$ cat config.mk
export PLATFORM = sky130hd
export DESIGN_NAME = program_flow_sequencer
export DESIGN_NICKNAME = d
export VERILOG_FILES = /design/src/logic/flow_pkg.sv /design/src/logic/return_stack.sv /design/src/logic/program_flow_sequencer.sv
export SDC_FILE = /design/constraint.sdc
export NUM_CORES = 1
export LEC_CHECK = 0
export BUFFER_PORTS_ARGS = -buffer_cell sky130_fd_sc_hd__buf_2
export CAP_MARGIN = 20
export CORE_ASPECT_RATIO = 0.8
export CORE_MARGIN = 5
export CORE_UTILIZATION = 28
export CTS_CLUSTER_DIAMETER = 50
export DETAILED_ROUTE_END_ITERATION = 10
export SKIP_CTS_REPAIR_TIMING = 1
export SLEW_MARGIN = 30
export SYNTH_ARGS = -nofsm -noshare
export SYNTH_HDL_FRONTEND = slang
export SYNTH_HIERARCHICAL = 1
export SYNTH_SLANG_ARGS = --single-unit
$ cat constraint.sdc
create_clock -name i_clk -period 8.6 [get_ports i_clk]
set_input_delay 1.29 -clock i_clk [delete_from_list [all_inputs] [get_ports i_clk]]
set_output_delay 1.29 -clock i_clk [all_outputs]
set_load 0.01 [all_outputs]
$ cat src/logic/flow_pkg.sv
// constants and carrier types shared by the program-flow sequencer
package flow_pkg;
	// =====================================================================
	// widths
	localparam int PC_W_MAX = 18;
	localparam int STACK_DEPTH = 8;
	localparam int SIDX_W = 4;
	localparam int IRQ_N = 6;
	localparam int ADDR_FIELD_W = 13;
	localparam int BANK_W = 5;
	// =====================================================================
	// vectors
	localparam logic [PC_W_MAX-1:0] RESET_VEC = 18'h0_0000;
	localparam logic [PC_W_MAX-1:0] VEC_EXT = 18'h0_0004;
	localparam logic [PC_W_MAX-1:0] VEC_TMR0 = 18'h0_0008;
	localparam logic [PC_W_MAX-1:0] VEC_TMR1 = 18'h0_000C;
	localparam logic [PC_W_MAX-1:0] VEC_TMR2 = 18'h0_0010;
	localparam logic [PC_W_MAX-1:0] VEC_RCOSC = 18'h0_0014;
	localparam logic [PC_W_MAX-1:0] VEC_ADPCM = 18'h0_0018;
	localparam logic [4:0] LAST_PAGE_MID = 5'h1F;
	localparam logic [7:0] TBL_HIGH_RST = 8'h00;
	localparam logic [SIDX_W-1:0] SIDX_RST = 4'h0;
	localparam logic [SIDX_W-1:0] SIDX_FULL = 4'h8;
	// =====================================================================
	// operation codes presented by the decoder
	typedef enum logic [3:0] {
		OP_SEQ = 4'b0000,
		OP_SKIP = 4'b0001,
		OP_PCL_WR = 4'b0010,
		OP_JUMP = 4'b0011,
		OP_CALL = 4'b0100,
		OP_RET = 4'b0101,
		OP_ISR_EXIT = 4'b0110,
		OP_TBL_CUR = 4'b0111,
		OP_TBL_LAST = 4'b1000,
		OP_ALU = 4'b1001
	} flow_op_t;
	typedef enum logic [1:0] {
		ST_EXEC = 2'b00,
		ST_DUMMY = 2'b01,
		ST_TABLE = 2'b10
	} flow_state_t;
	// =====================================================================
	// carriers
	typedef struct packed {
		flow_op_t op;
		logic [ADDR_FIELD_W-1:0] addr;
		logic [7:0] data;
	} flow_cmd_t;
	typedef struct packed {
		logic [7:0] low;
		logic [7:0] mid;
		logic [7:0] high;
	} table_ptr_t;
	typedef struct packed {
		logic [7:0] result;
		logic carry;
		logic aux_carry;
		logic zero;
		logic overflow;
	} alu_res_t;
endpackage : flow_pkg

$ cat src/logic/return_stack.sv
// eight-entry return-address stack with registered read data
`timescale 1ns/100ps
`default_nettype none
module return_stack (
	// clock and reset
	input  wire logic                          i_clk,
	input  wire logic                          i_arst_n,
	// push and pop
	input  wire logic                          i_push,
	input  wire logic                          i_pop,
	input  wire logic [flow_pkg::PC_W_MAX-1:0] i_wdata,
	// state
	output logic      [flow_pkg::PC_W_MAX-1:0] o_top,
	output logic      [flow_pkg::SIDX_W-1:0]   o_count
);
	import flow_pkg::*;
	logic [PC_W_MAX-1:0] mem_q [STACK_DEPTH];
	logic [SIDX_W-1:0]   count_q;
	logic [2:0]          wr_slot;
	logic [2:0]          top_slot;
	logic [2:0]          next_top;
	assign wr_slot  = count_q[2:0];
	assign top_slot = 3'(count_q - 4'h1);
	assign next_top = i_push ? wr_slot : (i_pop ? 3'(count_q - 4'h2) : top_slot);
	assign o_count  = count_q;
	// =====================================================================
	// storage, overflow wraps onto the oldest entry
	always_ff @(posedge i_clk) begin
		if (i_push) begin
			mem_q[wr_slot] <= i_wdata;
		end
	end
	always_ff @(posedge i_clk or negedge i_arst_n) begin
		if (!i_arst_n) begin
			count_q <= SIDX_RST;
		end else if (i_push && count_q != SIDX_FULL) begin
			count_q <= count_q + 4'h1;
		end else if (i_pop && count_q != SIDX_RST) begin
			count_q <= count_q - 4'h1;
		end
	end
	always_ff @(posedge i_clk or negedge i_arst_n) begin
		if (!i_arst_n) begin
			o_top <= RESET_VEC;
		end else if (i_push) begin
			o_top <= i_wdata;
		end else if (i_pop) begin
			o_top <= mem_q[next_top];
		end
	end
endmodule : return_stack
`default_nettype wire

$ cat src/logic/program_flow_sequencer.sv
// program counter, stack, interrupt vectoring and table reads
`timescale 1ns/100ps
`default_nettype none
// Operation
// - pc width parameter 18, 17, 16, 15
// - low byte write keeps upper pc bits
// - jump or call: field plus bank pointer
// - returns restore pc from stack top
// - stack full: flag kept, acknowledge withheld
// - pop lets withheld interrupt be served
// - call executes even when stack full
// - alu result and status written back
// - fetch starts at address zero after reset
// - external falling edge vectors to 004H
// - timer 0 overflow vectors to 008H
// - timer 1 overflow vectors to 00CH
// - timer 2 overflow vectors to 010H
// - rc converter request vectors to 014H
// - adpcm request vectors to 018H
// - table address from three pointer registers
// - current table address bit mapping
// - last page: mid bits all ones
// - table low byte out, high byte kept
// - table high byte changes only by reads
// - table reads take two cycles
// - eight level hidden stack, empty at reset
// - push pc at call and acknowledge
// - non-sequential flow inserts one dummy cycle
module program_flow_sequencer #(
	parameter int PC_W = 18
) (
	// clock and reset
	input  wire logic                          i_clk,
	input  wire logic                          i_arst_n,
	// instruction-cycle enable and decoded command
	input  wire logic                          i_cyc_en,
	input  wire flow_pkg::flow_cmd_t           i_cmd,
	input  wire logic                          i_skip_taken,
	input  wire logic [7:0]                    i_bank_ptr,
	input  wire flow_pkg::table_ptr_t          i_tbl_ptr,
	// alu result to write back
	input  wire flow_pkg::alu_res_t            i_alu,
	// interrupt sources and enables
	input  wire logic                          i_ext_int_n,
	input  wire logic                          i_tmr0_ovf,
	input  wire logic                          i_tmr1_ovf,
	input  wire logic                          i_tmr2_ovf,
	input  wire logic                          i_rcosc_irq,
	input  wire logic                          i_adpcm_irq,
	input  wire logic [flow_pkg::IRQ_N-1:0]    i_irq_en,
	input  wire logic                          i_global_en,
	// program rom
	output logic      [flow_pkg::PC_W_MAX-1:0] o_rom_addr,
	input  wire logic [15:0]                   i_rom_data,
	// state and results
	output logic      [flow_pkg::PC_W_MAX-1:0] o_pc,
	output logic      [7:0]                    o_pc_low_byte,
	output logic      [7:0]                    o_table_high_byte,
	output logic      [7:0]                    o_table_low_byte,
	output logic                               o_table_low_valid,
	output logic      [7:0]                    o_dest_data,
	output logic      [3:0]                    o_status,
	output logic                               o_dest_we,
	output logic                               o_fetch_valid,
	output logic                               o_int_ack,
	output logic      [flow_pkg::IRQ_N-1:0]    o_irq_flags,
	output logic                               o_stack_full
);
	import flow_pkg::*;
	// =====================================================================
	// width mask
	function automatic logic [PC_W_MAX-1:0] PC_MAX_MASK();
		logic [PC_W_MAX-1:0] m;
		m = '0;
		for (int i = 0; i < PC_W_MAX; i++) begin
			m[i] = (i < PC_W) && (PC_W >= 15) && (PC_W <= 18);
		end
		return m;
	endfunction : PC_MAX_MASK
	localparam logic [PC_W_MAX-1:0] PC_MASK = PC_MAX_MASK();
	// =====================================================================
	// registers
	logic [PC_W_MAX-1:0] pc_q;
	logic [PC_W_MAX-1:0] pc_d;
	flow_state_t         state_q;
	flow_state_t         state_d;
	logic [IRQ_N-1:0]    flags_q;
	logic [IRQ_N-1:0]    flags_d;
	logic                in_isr_q;
	logic [7:0]          tbl_high_q;
	logic [PC_W_MAX-1:0] tbl_addr_q;
	logic                ext_prev_q;
	// =====================================================================
	// stack
	logic [PC_W_MAX-1:0] stk_top;
	logic [SIDX_W-1:0]   stk_count;
	logic                push;
	logic                pop;
	logic                stack_full;
	assign stack_full = (stk_count == SIDX_FULL);
	return_stack u_stack (
		.i_clk    (i_clk),
		.i_arst_n (i_arst_n),
		.i_push   (push),
		.i_pop    (pop),
		.i_wdata  (pc_q),
		.o_top    (stk_top),
		.o_count  (stk_count)
	);
	// =====================================================================
	// decode
	wire exec       = i_cyc_en && (state_q == ST_EXEC);
	wire op_call    = exec && (i_cmd.op == OP_CALL);
	wire op_jump    = exec && (i_cmd.op == OP_JUMP);
	wire op_ret     = exec && (i_cmd.op == OP_RET);
	wire op_isr_exit    = exec && (i_cmd.op == OP_ISR_EXIT);
	wire op_pcl     = exec && (i_cmd.op == OP_PCL_WR);
	wire op_skip    = exec && (i_cmd.op == OP_SKIP) && i_skip_taken;
	wire op_tbl_cur = exec && (i_cmd.op == OP_TBL_CUR);
	wire op_tbl_lst = exec && (i_cmd.op == OP_TBL_LAST);
	wire op_alu     = exec && (i_cmd.op == OP_ALU);
	wire op_tbl     = op_tbl_cur || op_tbl_lst;
	// =====================================================================
	// interrupt requests, lowest vector first
	wire [IRQ_N-1:0] irq_evt = {i_adpcm_irq, i_rcosc_irq, i_tmr2_ovf, i_tmr1_ovf, i_tmr0_ovf,
		ext_prev_q && !i_ext_int_n};
	wire [IRQ_N-1:0] irq_pend = flags_q & i_irq_en;
	wire [IRQ_N-1:0] irq_pick = irq_pend & (~irq_pend + 6'h01);
	wire             irq_take = exec && i_global_en && !in_isr_q && (irq_pend != 6'h00)
		&& !stack_full
		&& !op_call && !op_ret && !op_isr_exit && !op_tbl;
	logic [PC_W_MAX-1:0] irq_vec;
	always_comb begin
		irq_vec = VEC_ADPCM;
		if (irq_pick[0]) begin
			irq_vec = VEC_EXT;
		end else if (irq_pick[1]) begin
			irq_vec = VEC_TMR0;
		end else if (irq_pick[2]) begin
			irq_vec = VEC_TMR1;
		end else if (irq_pick[3]) begin
			irq_vec = VEC_TMR2;
		end else if (irq_pick[4]) begin
			irq_vec = VEC_RCOSC;
		end
	end
	// flag set wins over acknowledge clear
	assign flags_d = (flags_q & ~(irq_take ? irq_pick : 6'h00)) | irq_evt;
	// =====================================================================
	// stack control
	assign push = op_call || irq_take;
	assign pop  = op_ret || op_isr_exit;
	// =====================================================================
	// sequential, skip, jump, low byte and table addresses
	wire [PC_W_MAX-1:0] pc_seq    = (pc_q + 18'h0_0001) & PC_MASK;
	wire [PC_W_MAX-1:0] tbl_cur_a = {i_tbl_ptr.high[1:0], i_tbl_ptr.mid, i_tbl_ptr.low};
	wire [PC_W_MAX-1:0] tbl_lst_a = {i_bank_ptr[BANK_W-1:0], LAST_PAGE_MID, i_tbl_ptr.low};
	wire [PC_W_MAX-1:0] jmp_a     = {i_bank_ptr[BANK_W-1:0], i_cmd.addr};
	wire [PC_W_MAX-1:0] pcl_a     = {pc_q[PC_W_MAX-1:8], i_cmd.data};
	wire [PC_W_MAX-1:0] skip_a    = (pc_q + 18'h0_0002) & PC_MASK;
	// =====================================================================
	// next pc and sequencing
	always_comb begin
		pc_d    = pc_q;
		state_d = state_q;
		if (i_cyc_en) begin
			case (state_q)
				ST_EXEC: begin
					if (irq_take) begin
						pc_d    = irq_vec;
						state_d = ST_DUMMY;
					end else if (op_call || op_jump) begin
						pc_d    = jmp_a & PC_MASK;
						state_d = ST_DUMMY;
					end else if (op_ret || op_isr_exit) begin
						pc_d    = stk_top & PC_MASK;
						state_d = ST_DUMMY;
					end else if (op_pcl) begin
						pc_d    = pcl_a & PC_MASK;
						state_d = ST_DUMMY;
					end else if (op_skip) begin
						pc_d    = skip_a;
						state_d = ST_DUMMY;
					end else if (op_tbl) begin
						state_d = ST_TABLE;
					end else begin
						pc_d = pc_seq;
					end
				end
				ST_DUMMY: begin
					state_d = ST_EXEC;
				end
				ST_TABLE: begin
					pc_d    = pc_seq;
					state_d = ST_EXEC;
				end
				default: begin
					state_d = ST_EXEC;
				end
			endcase
		end
	end
	// =====================================================================
	// state registers
	always_ff @(posedge i_clk or negedge i_arst_n) begin
		if (!i_arst_n) begin
			pc_q    <= RESET_VEC;
			state_q <= ST_EXEC;
		end else begin
			pc_q    <= pc_d;
			state_q <= state_d;
		end
	end
	always_ff @(posedge i_clk or negedge i_arst_n) begin
		if (!i_arst_n) begin
			flags_q    <= 6'h00;
			ext_prev_q <= 1'b1;
		end else begin
			flags_q    <= flags_d;
			ext_prev_q <= i_ext_int_n;
		end
	end
	always_ff @(posedge i_clk or negedge i_arst_n) begin
		if (!i_arst_n) begin
			in_isr_q <= 1'b0;
		end else if (irq_take) begin
			in_isr_q <= 1'b1;
		end else if (op_isr_exit) begin
			in_isr_q <= 1'b0;
		end
	end
	// =====================================================================
	// table read: address in first cycle, data in second
	always_ff @(posedge i_clk or negedge i_arst_n) begin
		if (!i_arst_n) begin
			tbl_addr_q <= RESET_VEC;
		end else if (op_tbl) begin
			tbl_addr_q <= (op_tbl_cur ? tbl_cur_a : tbl_lst_a) & PC_MASK;
		end
	end
	wire tbl_done = i_cyc_en && (state_q == ST_TABLE);
	always_ff @(posedge i_clk or negedge i_arst_n) begin
		if (!i_arst_n) begin
			tbl_high_q        <= TBL_HIGH_RST;
			o_table_low_byte  <= 8'h00;
			o_table_low_valid <= 1'b0;
		end else begin
			o_table_low_valid <= tbl_done;
			if (tbl_done) begin
				tbl_high_q       <= i_rom_data[15:8];
				o_table_low_byte <= i_rom_data[7:0];
			end
		end
	end
	// =====================================================================
	// alu write back
	always_ff @(posedge i_clk or negedge i_arst_n) begin
		if (!i_arst_n) begin
			o_dest_data <= 8'h00;
			o_status    <= 4'h0;
			o_dest_we   <= 1'b0;
		end else begin
			o_dest_we <= op_alu;
			if (op_alu) begin
				o_dest_data <= i_alu.result;
				o_status    <= {i_alu.overflow, i_alu.zero, i_alu.aux_carry, i_alu.carry};
			end
		end
	end
	// =====================================================================
	// outputs
	assign o_rom_addr        = (state_q == ST_TABLE) ? tbl_addr_q : pc_q;
	assign o_pc              = pc_q;
	assign o_pc_low_byte     = pc_q[7:0];
	assign o_table_high_byte = tbl_high_q;
	assign o_fetch_valid     = (state_q == ST_EXEC);
	assign o_int_ack         = irq_take;
	assign o_irq_flags       = flags_q;
	assign o_stack_full      = stack_full;
endmodule : program_flow_sequencer
`default_nettype wire

; ---- After elaboration in Yosys (flattened, before gate mapping)
; Memories as Yosys holds them, arrays and structs flattened. A register that Yosys moved wholly into a read port is not among the register bits.
; Index checks and enable logic that the tools add are counted.
[totals]
ff_bits = 80
ramBits = 144
input_bits = 102
wordCells = 118
n_memories = 1
[memory_table]
columns = name, depth, width, read_ports, rd_ports_with_merged_regs, write_ports, line
row1 = u_stack.mem_q, 8, 18, 1, 1, 1, return_stack.sv:17  ; logic [PC_W_MAX-1:0] mem_q [STACK_DEPTH];
[classes]
addsub = 6
eq_ne = 16
n_mux = 30
bitwise = 6
n_reduce_logical = 45
[op_table]
columns = operator, count
row1 = 18-bit two-way mux, 12
row2 = 18-bit case mux with 2 select lines, 1
row3 = 1-bit logical AND, 23
row4 = "18-bit by 1-bit adder with 18-bit output, second input constant", 1
row5 = "18-bit by 2-bit adder with 18-bit output, second input constant", 1
row6 = 6-bit AND, 3
row7 = "4-bit by 3-bit equality test with 1-bit output, second input constant", 4
row8 = 2-bit two-way mux, 7
row9 = "4-bit equality test, second input constant", 3
row10 = 4-bit two-way mux, 3
row11 = 6-bit inverter, 2
row12 = "4-bit by 2-bit equality test with 1-bit output, second input constant", 2
row13 = 1-bit logical NOT, 8
row14 = 2-bit nonzero test, 4
row15 = "7-bit by 1-bit inequality test with 1-bit output, second input constant", 1
row16 = "7-bit by 4-bit inequality test with 1-bit output, second input constant", 1
row17 = "6-bit by 1-bit adder with 6-bit output, second input constant", 1
row18 = 3-bit two-way mux, 2
row19 = 6-bit two-way mux, 1
row20 = "6-bit by 3-bit inequality test with 1-bit output, second input constant", 1
row21 = 6-bit OR, 1
row22 = 6-bit nonzero test, 1
row23 = "5-bit by 2-bit inequality test with 1-bit output, second input constant", 1
row24 = "4-bit by 1-bit adder with 4-bit output, second input constant", 1
row25 = other kinds (12), 18

; ---- Logic depth before layout (Yosys ltp)
; Gate-level depths: netlist (run 1).
[logic_depth]
ltp_word = 14
depth_mapped = 14
depth_no_buf = 10

; ---- Modules after synthesis
; Netlist (run 1), hierarchy kept.
[modules_own_cells]
columns = module, instances, cells_each, area_per_inst_um2, seq_area_each_um2
row1 = return_stack, 1, 384, 6816.5, 4874.7
row2 = program_flow_sequencer, 1, 650, 5167.5, 1903.1

; ---- Least setup slack after synthesis (run 1)
; Ideal clock, no wire load.
[synth_timing]
path_type = input port to flip-flop
startpoint = input port i_cmd[22] in the netlist's numbering
endpoint = register u_stack/o_top[0] in the netlist's numbering, read port of u_stack.mem_q
arrival_time_ns = 3.873
t_required_ns = 8.474
setup_slack_ns = 4.601
path_stages = 12
cell_sequence = clkbuf_1 -> clkbuf_1 -> clkbuf_1 -> o31ai_1 -> nor2_4 -> buf_6 -> a221oi_2 -> buf_6 -> buf_6 -> mux2i_1 -> mux2i_1 -> a221o_1
[synth_between]
elab_chain_len = 9
word_cells_on_any_way = 24
cone_classes = eq/ne: 5 / mux: 2 / reduce/logical: 17
[synth_lines]
columns = item, line
row1 = from (decl), program_flow_sequencer.sv:37  ; input wire flow_pkg::flow_cmd_t i_cmd,
row2 = 4-bit by 3-bit equality test with 1-bit output, program_flow_sequencer.sv:113  ; wire op_call = exec && (i_cmd.op == OP_CALL);
row3 = 1-bit logical AND, program_flow_sequencer.sv:113
row4 = 1-bit logical NOT, program_flow_sequencer.sv:131  ; && !op_call && !op_ret && !op_isr_exit && !op_tbl;
row5 = 1-bit logical AND (4 in a row), program_flow_sequencer.sv:131
row6 = 1-bit logical OR *, program_flow_sequencer.sv:151  ; assign push = op_call || irq_take;
row7 = named net push, program_flow_sequencer.sv:97  ; logic push;
row8 = 3-bit two-way mux / 2-bit nonzero test (equally long branches), -
row9 = to (decl), return_stack.sv:13  ; output logic [flow_pkg::PC_W_MAX-1:0] o_top,
; The timed path passes the listed nets; every way through them passes the cells marked *.
; A chain may end at the register's enable or synchronous reset.

; ---- Worst setup path in the final report (run 1)
[layout_timing]
startpoint = input port i_cmd[22] in the netlist's numbering
endpoint = register u_stack/o_top[10] in the netlist's numbering, read port of u_stack.mem_q
; Same word-level chain as after synthesis.

==> results of run 1 <==
## placed cells by master, fill, tap and decap left out, types with 6 or more instances in the layout
master,count
buf_2,174
nand2_1,167
edfxtp_1,144
mux2i_1,116
dfrtp_1,97
a21oi_1,50
o21ai_0,42
nor2_1,35
clkbuf_16,31
inv_1,20
mux2_2,19
a221o_1,18
a22o_1,18
nand3_1,15
nor3_1,15
buf_4,15
xnor2_1,13
nand4_1,12
nand2b_1,11
o22ai_1,11
a22oi_1,10
a21o_1,8
o31ai_1,8
ha_1,8
nor2b_1,7
o211ai_1,7
xor2_1,6
inv_6,6
## worst min-delay path: stages, from the launching register on
cell and delay, ps:
dfrtp_1 340, nand2_1 50, nand2_1 50
## worst paths after layout
path | startpoint | slack [ps] | cells after the start | end
min reg2reg | tbl_addr_q[6]$_DFFE_PN0P_ | 460 | 2 | tbl_addr_q[6]$_DFFE_PN0P_
max | i_cmd[22] | 3570 | 13 | u_stack/o_top[10]$_DFFE_PN0P_
max reg2reg | state_q[1]$_DFFE_PN0P_ | 4230 | 12 | u_stack/o_top[10]$_DFFE_PN0P_
max in group asynchronous | i_arst_n | 6660 | 2 | o_pc[12]$_DFFE_PN0P_
min in group asynchronous | i_arst_n | 770 | 1 | o_irq_flags[3]$_DFF_PN0_
min | tbl_addr_q[6]$_DFFE_PN0P_ | 460 | 2 | tbl_addr_q[6]$_DFFE_PN0P_
## metal layers
layer  global-route usage  vias to the layer above  wire, um
li1                     -                     4121         -
met4               0.0305                        2       650
met1                0.208                     4369     16500
met3               0.0320                       53      2110
met5                    0                        -        13
met2                0.223                      318     16000
## sequential cells by signal (all words and copies together) (netlist names), 4 cells and up
name               flops
u_stack/mem_q        144
o_pc                  18
tbl_addr_q            18
u_stack/o_top         18
o_dest_data            8
o_table_high_byte      8
o_table_low_byte       8
o_irq_flags            6
o_status               4
u_stack/o_count        4
## where the power goes
part | internal [uW] | total [uW] | leakage (uW) | switching [uW]
registers | 1540 | 1860 | 0.00249 | 328
logic | 725 | 1660 | 0.00292 | 938
clock network | 761 | 1270 | 0.000500 | 513
## layout make-up
cell class / instances / area (um2) / area share
Clock inverter: 19 / 176 / 0.0123
Clock buffer: 39 / 846 / 0.0590
Multi-Input combinational cell: 693 / 4760 / 0.332
Tap cell: 552 / 691 / 0.0482
Inverter: 23 / 91.3 / 0.00637
Sequential cell: 242 / 6780 / 0.473
Timing Repair Buffer: 189 / 983 / 0.0686
## stage by stage
step	utilization	hold slack, ps
after global placement	0.316	453
after global routing	0.341	482
after detailed placement	0.316	456
after CTS	0.341	469
after floorplan	-	439
final	0.341	463
## kinds of logic (layout without fill, tap and decap cells)
group           Yosys count  in the layout  share of synthesized area
simple gates            310            310                      0.124
flops                   242            242                      0.566
compound gates          220            220                      0.130
mux                     135            135                      0.115
buf+inv                  99            270                     0.0413
xor+xnor                 20             20                     0.0162
fa+ha+maj                 8              8                    0.00835
==> metrics.md, run 1 <==
| Metric | Value |
|---|---|
| Initial cell density of the core | 0.285 |
| Avg WL per Cell | around 20 um |
| CTS tree | built |
| Worst rel slew slack | 0.335 |
| Routed WL | about 35 mm |
| DRC viols | 0 |
| DIE AREA | approximately 0.047 mm2 |
| Crit path arrival time | ~5500 ps |
| Crit-path max FO | 54 |
| Sequential area share after synthesis | 0.566 |
| Tot GR Track Use | 0.144 |
| Buf+Inv Stages, Crit Path | 3 |
| Routed Antenna Nets | 0 |
| Placed Area | 0.0133 mm2 |
| Synth Flop Type | edfxtp_1 |
| Root Driver | clkbuf_16 |
| First-pass GRT wire length | about 54 mm |
| #FFs+latches synth | between 200 and 250 |
| Cell taking the most area after synthesis | edfxtp_1 |
| Setup_tns | 0 ps |
| HPWL Detailed | 23.7 mm |
| Synth Net Count | 1144 |
| Number of global-route vias before repair | between 8000 and 9000 |
| Startpoint types | input port |
| Share of async-settable or async-resettable flops after synthesis | 0.405 |
| Final Hold Fails | 0 |
| Synth Instances | 1034 |
| P_leak | 0.00591 uW |
| Placed cell count | 1699 |
| Global placer's final weighted congestion | 0.884 |
| Critical path cell sequence | buf_2, nand2_1, a2111oi_4, and2_4, nand2_4, o31ai_4, buf_4, nor2_4, a221oi_4, buf_4, mux2i_1, mux2i_1, a221o_1 |
| Fmax | 199 MHz |
| Clock latency at the later pin of the worst-skew pair | 570 ps |
| DR vias/cell | roughly 5 |
| Slew @ Worst Pin | between 900 and 1000 ps |
| Worst min path class | reg2reg |
| Largest net degree at the start of global routing | 55 |
| Worst setup EP type | flop |
| Post-route clock period utilization | 0.584 |
| VDD IR-drop max | 185 uV |
| Fillcell total | between 4000 and 5000 |
| Die height | 195 um |
| Post-Layout Inst Area | 0.0143 mm2 |
| Share of layout cells above drive strength 1 | 0.245 |
| Min Tclk post-route | ~5000 ps |
| List of most frequent post-synthesis cells | nand2_1, edfxtp_1, mux2i_1 |
| TritonCTS Sinks | around 240 |
| Total power | between 4000 and 5000 uW |
| Total gr overflow | 0 |
| Initial antenna violation count | 2 |
| CP max stage delay | 780 ps |
| CTS Buf Count | 31 |
| Iter 0 DRT Violations | 755 |
| Post-route insts no fill | between 1500 and 2000 |
| Htree depth | 1 |
| Final setup fails | 0 |
| Die width | 241 um |
| Syn Area/Cell | approximately 12 um2 |
| Largest cells by area after synthesis | edfxtp_1, dfrtp_1, mux2i_1 |
| Most frequent cell after synthesis | nand2_1 |
| Fin. max-slew vios | 0 |
| Mapped Area | 0.0120 mm2 |
| Ant. Diodes | 0 |
| Row count | 67 |
| Post-synth EDFFs | 144 |
| Status | finished clean |
| # IOs | around 190 |
| Pwr/cell area | 335 mW/mm2 |
| Synthesis-to-layout area growth | 19.6% |
| CTS Buffer Depth | 3 |
| Crit path max-delay family | buffers and inverters |
| Max stage delay cell, worst path | buf_4 |
| Netlist cell types | between 70 and 80 |
| Post-place setup slack | between 3000 and 4000 ps |
| Clk slew on worst S/H paths | 60 ps |
| Max-cap violation count | 0 |
| Total iterations of the first detailed-routing run | 5 |
| Setup ws final | around 3600 ps |
| RSZ-0062 raised after global routing | false |
| Synth top area share | 0.361 |
| Buffers on Ports | about 180 |
| Vias | 8863 |
| Core ar. | 0.0421 mm2 |
| Setup Skew | around 12 ps |
| Crit path kind | in2reg |
| Syn. warnings | 6 |
| Nets | around 1300 |
| Worst EP required | approximately 9100 ps |
(Power assumes the default switching activity.)
==> inputs of run 2 (changes only) <==
clock period = 5.2 ns   (was 8.6 ns; I/O delays follow)
==> run 2 against run 1 <==
- global-route usage up 0.24 points
- critical path depth down 2
- worst hold slack worse by 240 ps
- sequential share of layout area down 0.18 points
- cell count up 0.51%
- critical endpoint is now u_stack/o_top[16]$_DFFE_PN0P_
- count of clock-buffer cells in the layout up 1
- largest power group unchanged
- sequential power up 68%
==> metrics.md, run 2 (same netlist as run 1, synthesis figures left out) <==
| Metric | Value |
|---|---|
| Startpoint types | flop |
| Die width | 241 um (unchanged) |
| VDD IR-drop max | 392 uV (+110%) |
| CTS Buffer Depth | 3 (unchanged) |
| P_leak | 0.00596 uW (+0.79%) |
| Register share of total power | 0.396 (+0.008) |
| Sw Share | 0.375 (+0.00404) |
| Number of global-route vias before repair | 8926 (+2.0%) |
| Most common cell after layout, fill and taps aside | buf_2 |
| Status | finished clean |
| # IOs | 185 (unchanged) |
| Biggest register | u_stack/mem_q |
| Min Tclk post-route | between 3000 and 4000 ps |
| Worst setup EP type | flop |
| Crit-path max FO | 32 (-41%) |
| Max stage delay cell, worst path | nor4b_2 |
| DIE AREA | 0.0471 mm2 (unchanged) |
| CTS tree | built |
| DR vias/cell | 5.05 (about the same) |
| Clock latency at the later pin of the worst-skew pair | 570 ps (about the same) |
| Fmax | approximately 260 MHz |
| Core ar. | 0.0421 mm2 (unchanged) |
| Cell with the most instances on the worst path | mux2i_1 |
| Die height | 195 um (unchanged) |
| TritonCTS Sinks | 242 (unchanged) |
| Global placer's final weighted congestion | 0.838 (-5.2%) |
| Setup Skew | 10.9 ps (-1.50 ps) |
| Fin. max-slew vios | 0 (unchanged) |
| Worst rel slew slack | 0.348 (+0.0132) |
| Final Hold Fails | 0 (unchanged) |
| Most frequent cells in the layout | buf_2, nand2_1, edfxtp_1 |
| Final Util | 0.342 (+0.00128) |
| Critical path cell sequence | nor4b_2, a2111oi_4, and2_4, nand2_4, o31ai_4, nor2_4, xnor2_4, buf_12, mux2i_1, mux2i_1, a221o_1 |
| Worst min path class | in2async |
| Area occupied by multi-input gates | 0.00475 mm2 (-0.32%) |
| Synthesis-to-layout area growth | 20.0% |
| Storage cell area | 0.00678 mm2 (unchanged) |
| First-pass GRT wire length | 54.4 mm (+1.2%) |
| Crit path kind | reg2reg |
| Post-route clock period utilization | 0.742 |
| Switch Pwr | 2950 uW (+66%) |
| Max FFs per register | 144 (unchanged) |
| Iter 0 DRT Violations | 811 (+7.4%) |
| Routed Antenna Nets | 0 (unchanged) |
| Final setup fails | 0 (unchanged) |
| CP max stage delay | 600 ps (-180 ps) |
| Nets | 1301 (+0.85%) |
| Total gr overflow | 0 (unchanged) |
| Hold slack | 227 ps (-236 ps) |
| HPWL Detailed | 24.0 mm (+1.6%) |
| Worst EP required | 5640 ps (-3410 ps) |
| Ant. Diodes | 0 (unchanged) |
| DRC viols | 0 (unchanged) |
| Setup_tns | 0 ps (unchanged) |
| Max-cap violation count | 0 (unchanged) |
| Clk slew on worst S/H paths | 60 ps (about the same) |
| Tot GR Track Use | 0.146 (+0.00241) |
| Initial cell density of the core | 0.285 (unchanged) |
| Internal Power | 4930 uW (+63%) |
| Pwr/cell area | 548 mW/mm2 (+64%) |
| Largest net degree at the start of global routing | 62 (+13%) |
| Fillcell total | 4243 (+0.47%) |
| Total iterations of the first detailed-routing run | 6 (+1) |
| Combinational share of power | 0.351 (+0.005) |
| Initial antenna violation count | 3 (+1) |
| Avg WL per Cell | 20.1 um (+0.52%) |
| Share of layout cells above drive strength 1 | 0.243 (-0.00181) |
| Root Driver | clkbuf_16 |
| Buffers on Ports | 175 (unchanged) |
| CTS Buf Count | 30 (-3.2%) |
| Vias | 8912 (+0.55%) |
| Clock power frac | 0.253 (-0.012) |
| Row count | 67 (unchanged) |
| Slew @ Worst Pin | 978 ps (-19.8 ps) |
| Htree depth | 1 (unchanged) |
| Routed WL | 35.6 mm (+1.0%) |
| Crit path arrival time | 4300 ps (-1180 ps) |
| RSZ-0062 raised after global routing | false |
-- run 2: path summary, 6_finish.rpt --
| path | from | to | depth (start not counted) | slack (ps) |
|---|---|---|---|---|
| max | u_stack/o_count[0]$_DFFE_PN0P_ | u_stack/o_top[16]$_DFFE_PN0P_ | 11 | 1340 |
| min | i_arst_n | state_q[0]$_DFFE_PN0P_ | 1 | 230 |
| max reg2reg | u_stack/o_count[0]$_DFFE_PN0P_ | u_stack/o_top[16]$_DFFE_PN0P_ | 11 | 1340 |
| min reg2reg | tbl_addr_q[0]$_DFFE_PN0P_ | tbl_addr_q[0]$_DFFE_PN0P_ | 2 | 470 |
| max in group asynchronous | i_arst_n | tbl_addr_q[14]$_DFFE_PN0P_ | 2 | 4000 |
| min in group i_clk | i_ext_int_n | ext_prev_q$_DFF_PN1_ | 1 | 320 |
-- run 2: routing by layer --
| metal | track usage | vias to the layer above | part of all wire |
|---|---|---|---|
| met5 | 0 | - | 0.00020 |
| met4 | 0.0301 | 2 | 0.018 |
| met3 | 0.0305 | 44 | 0.075 |
| met2 | 0.223 | 354 | 0.44 |
| met1 | 0.217 | 4369 | 0.47 |
| li1 | - | 4143 | - |
-- run 2: worst max-delay path, delay by kind of cell (launching register included) --
family	cells	cell delay, ps
AOI/OAI and AO/OA	3	570
xor gates and xnor gates	1	330
buffers and inverters	1	340
DFF	1	570
muxes	2	370
and+or+nand+nor	4	1510
-- run 2: final cells by class --
type                    instances  share of cell area
repair buffers                201              0.0766
clock inverters                15             0.00783
clock buffers                  40              0.0598
well taps                     552              0.0480
flip-flops and latches        242               0.471
multi-input cells             693               0.330
inverters                      23             0.00635
-- run 2: power by group through the flow --
stage,Combinational [uW],Clock [uW],Sequential (uW)
after global placement,2740,0,3130
after CTS,2780,2050,3120
final,2770,2000,3120
after global routing,3010,2130,3180
after floorplan,1980,0,2950
after detailed placement,2780,0,3140
-- run 2: per-stage QoR --
step / power [uW] / cell area, um2 / setup WS, ps / std cells
after floorplan: 4930 / 12000 / 1710 / 1034
after detailed placement: 5920 / 13400 / 956 / 1711
after global routing: 8320 / 14400 / 1120 / 1766
after CTS: 7950 / 14400 / 1330 / 1766
final: 7890 / 14400 / 1340 / 1766
after global placement: 5870 / 13400 / 964 / 1711
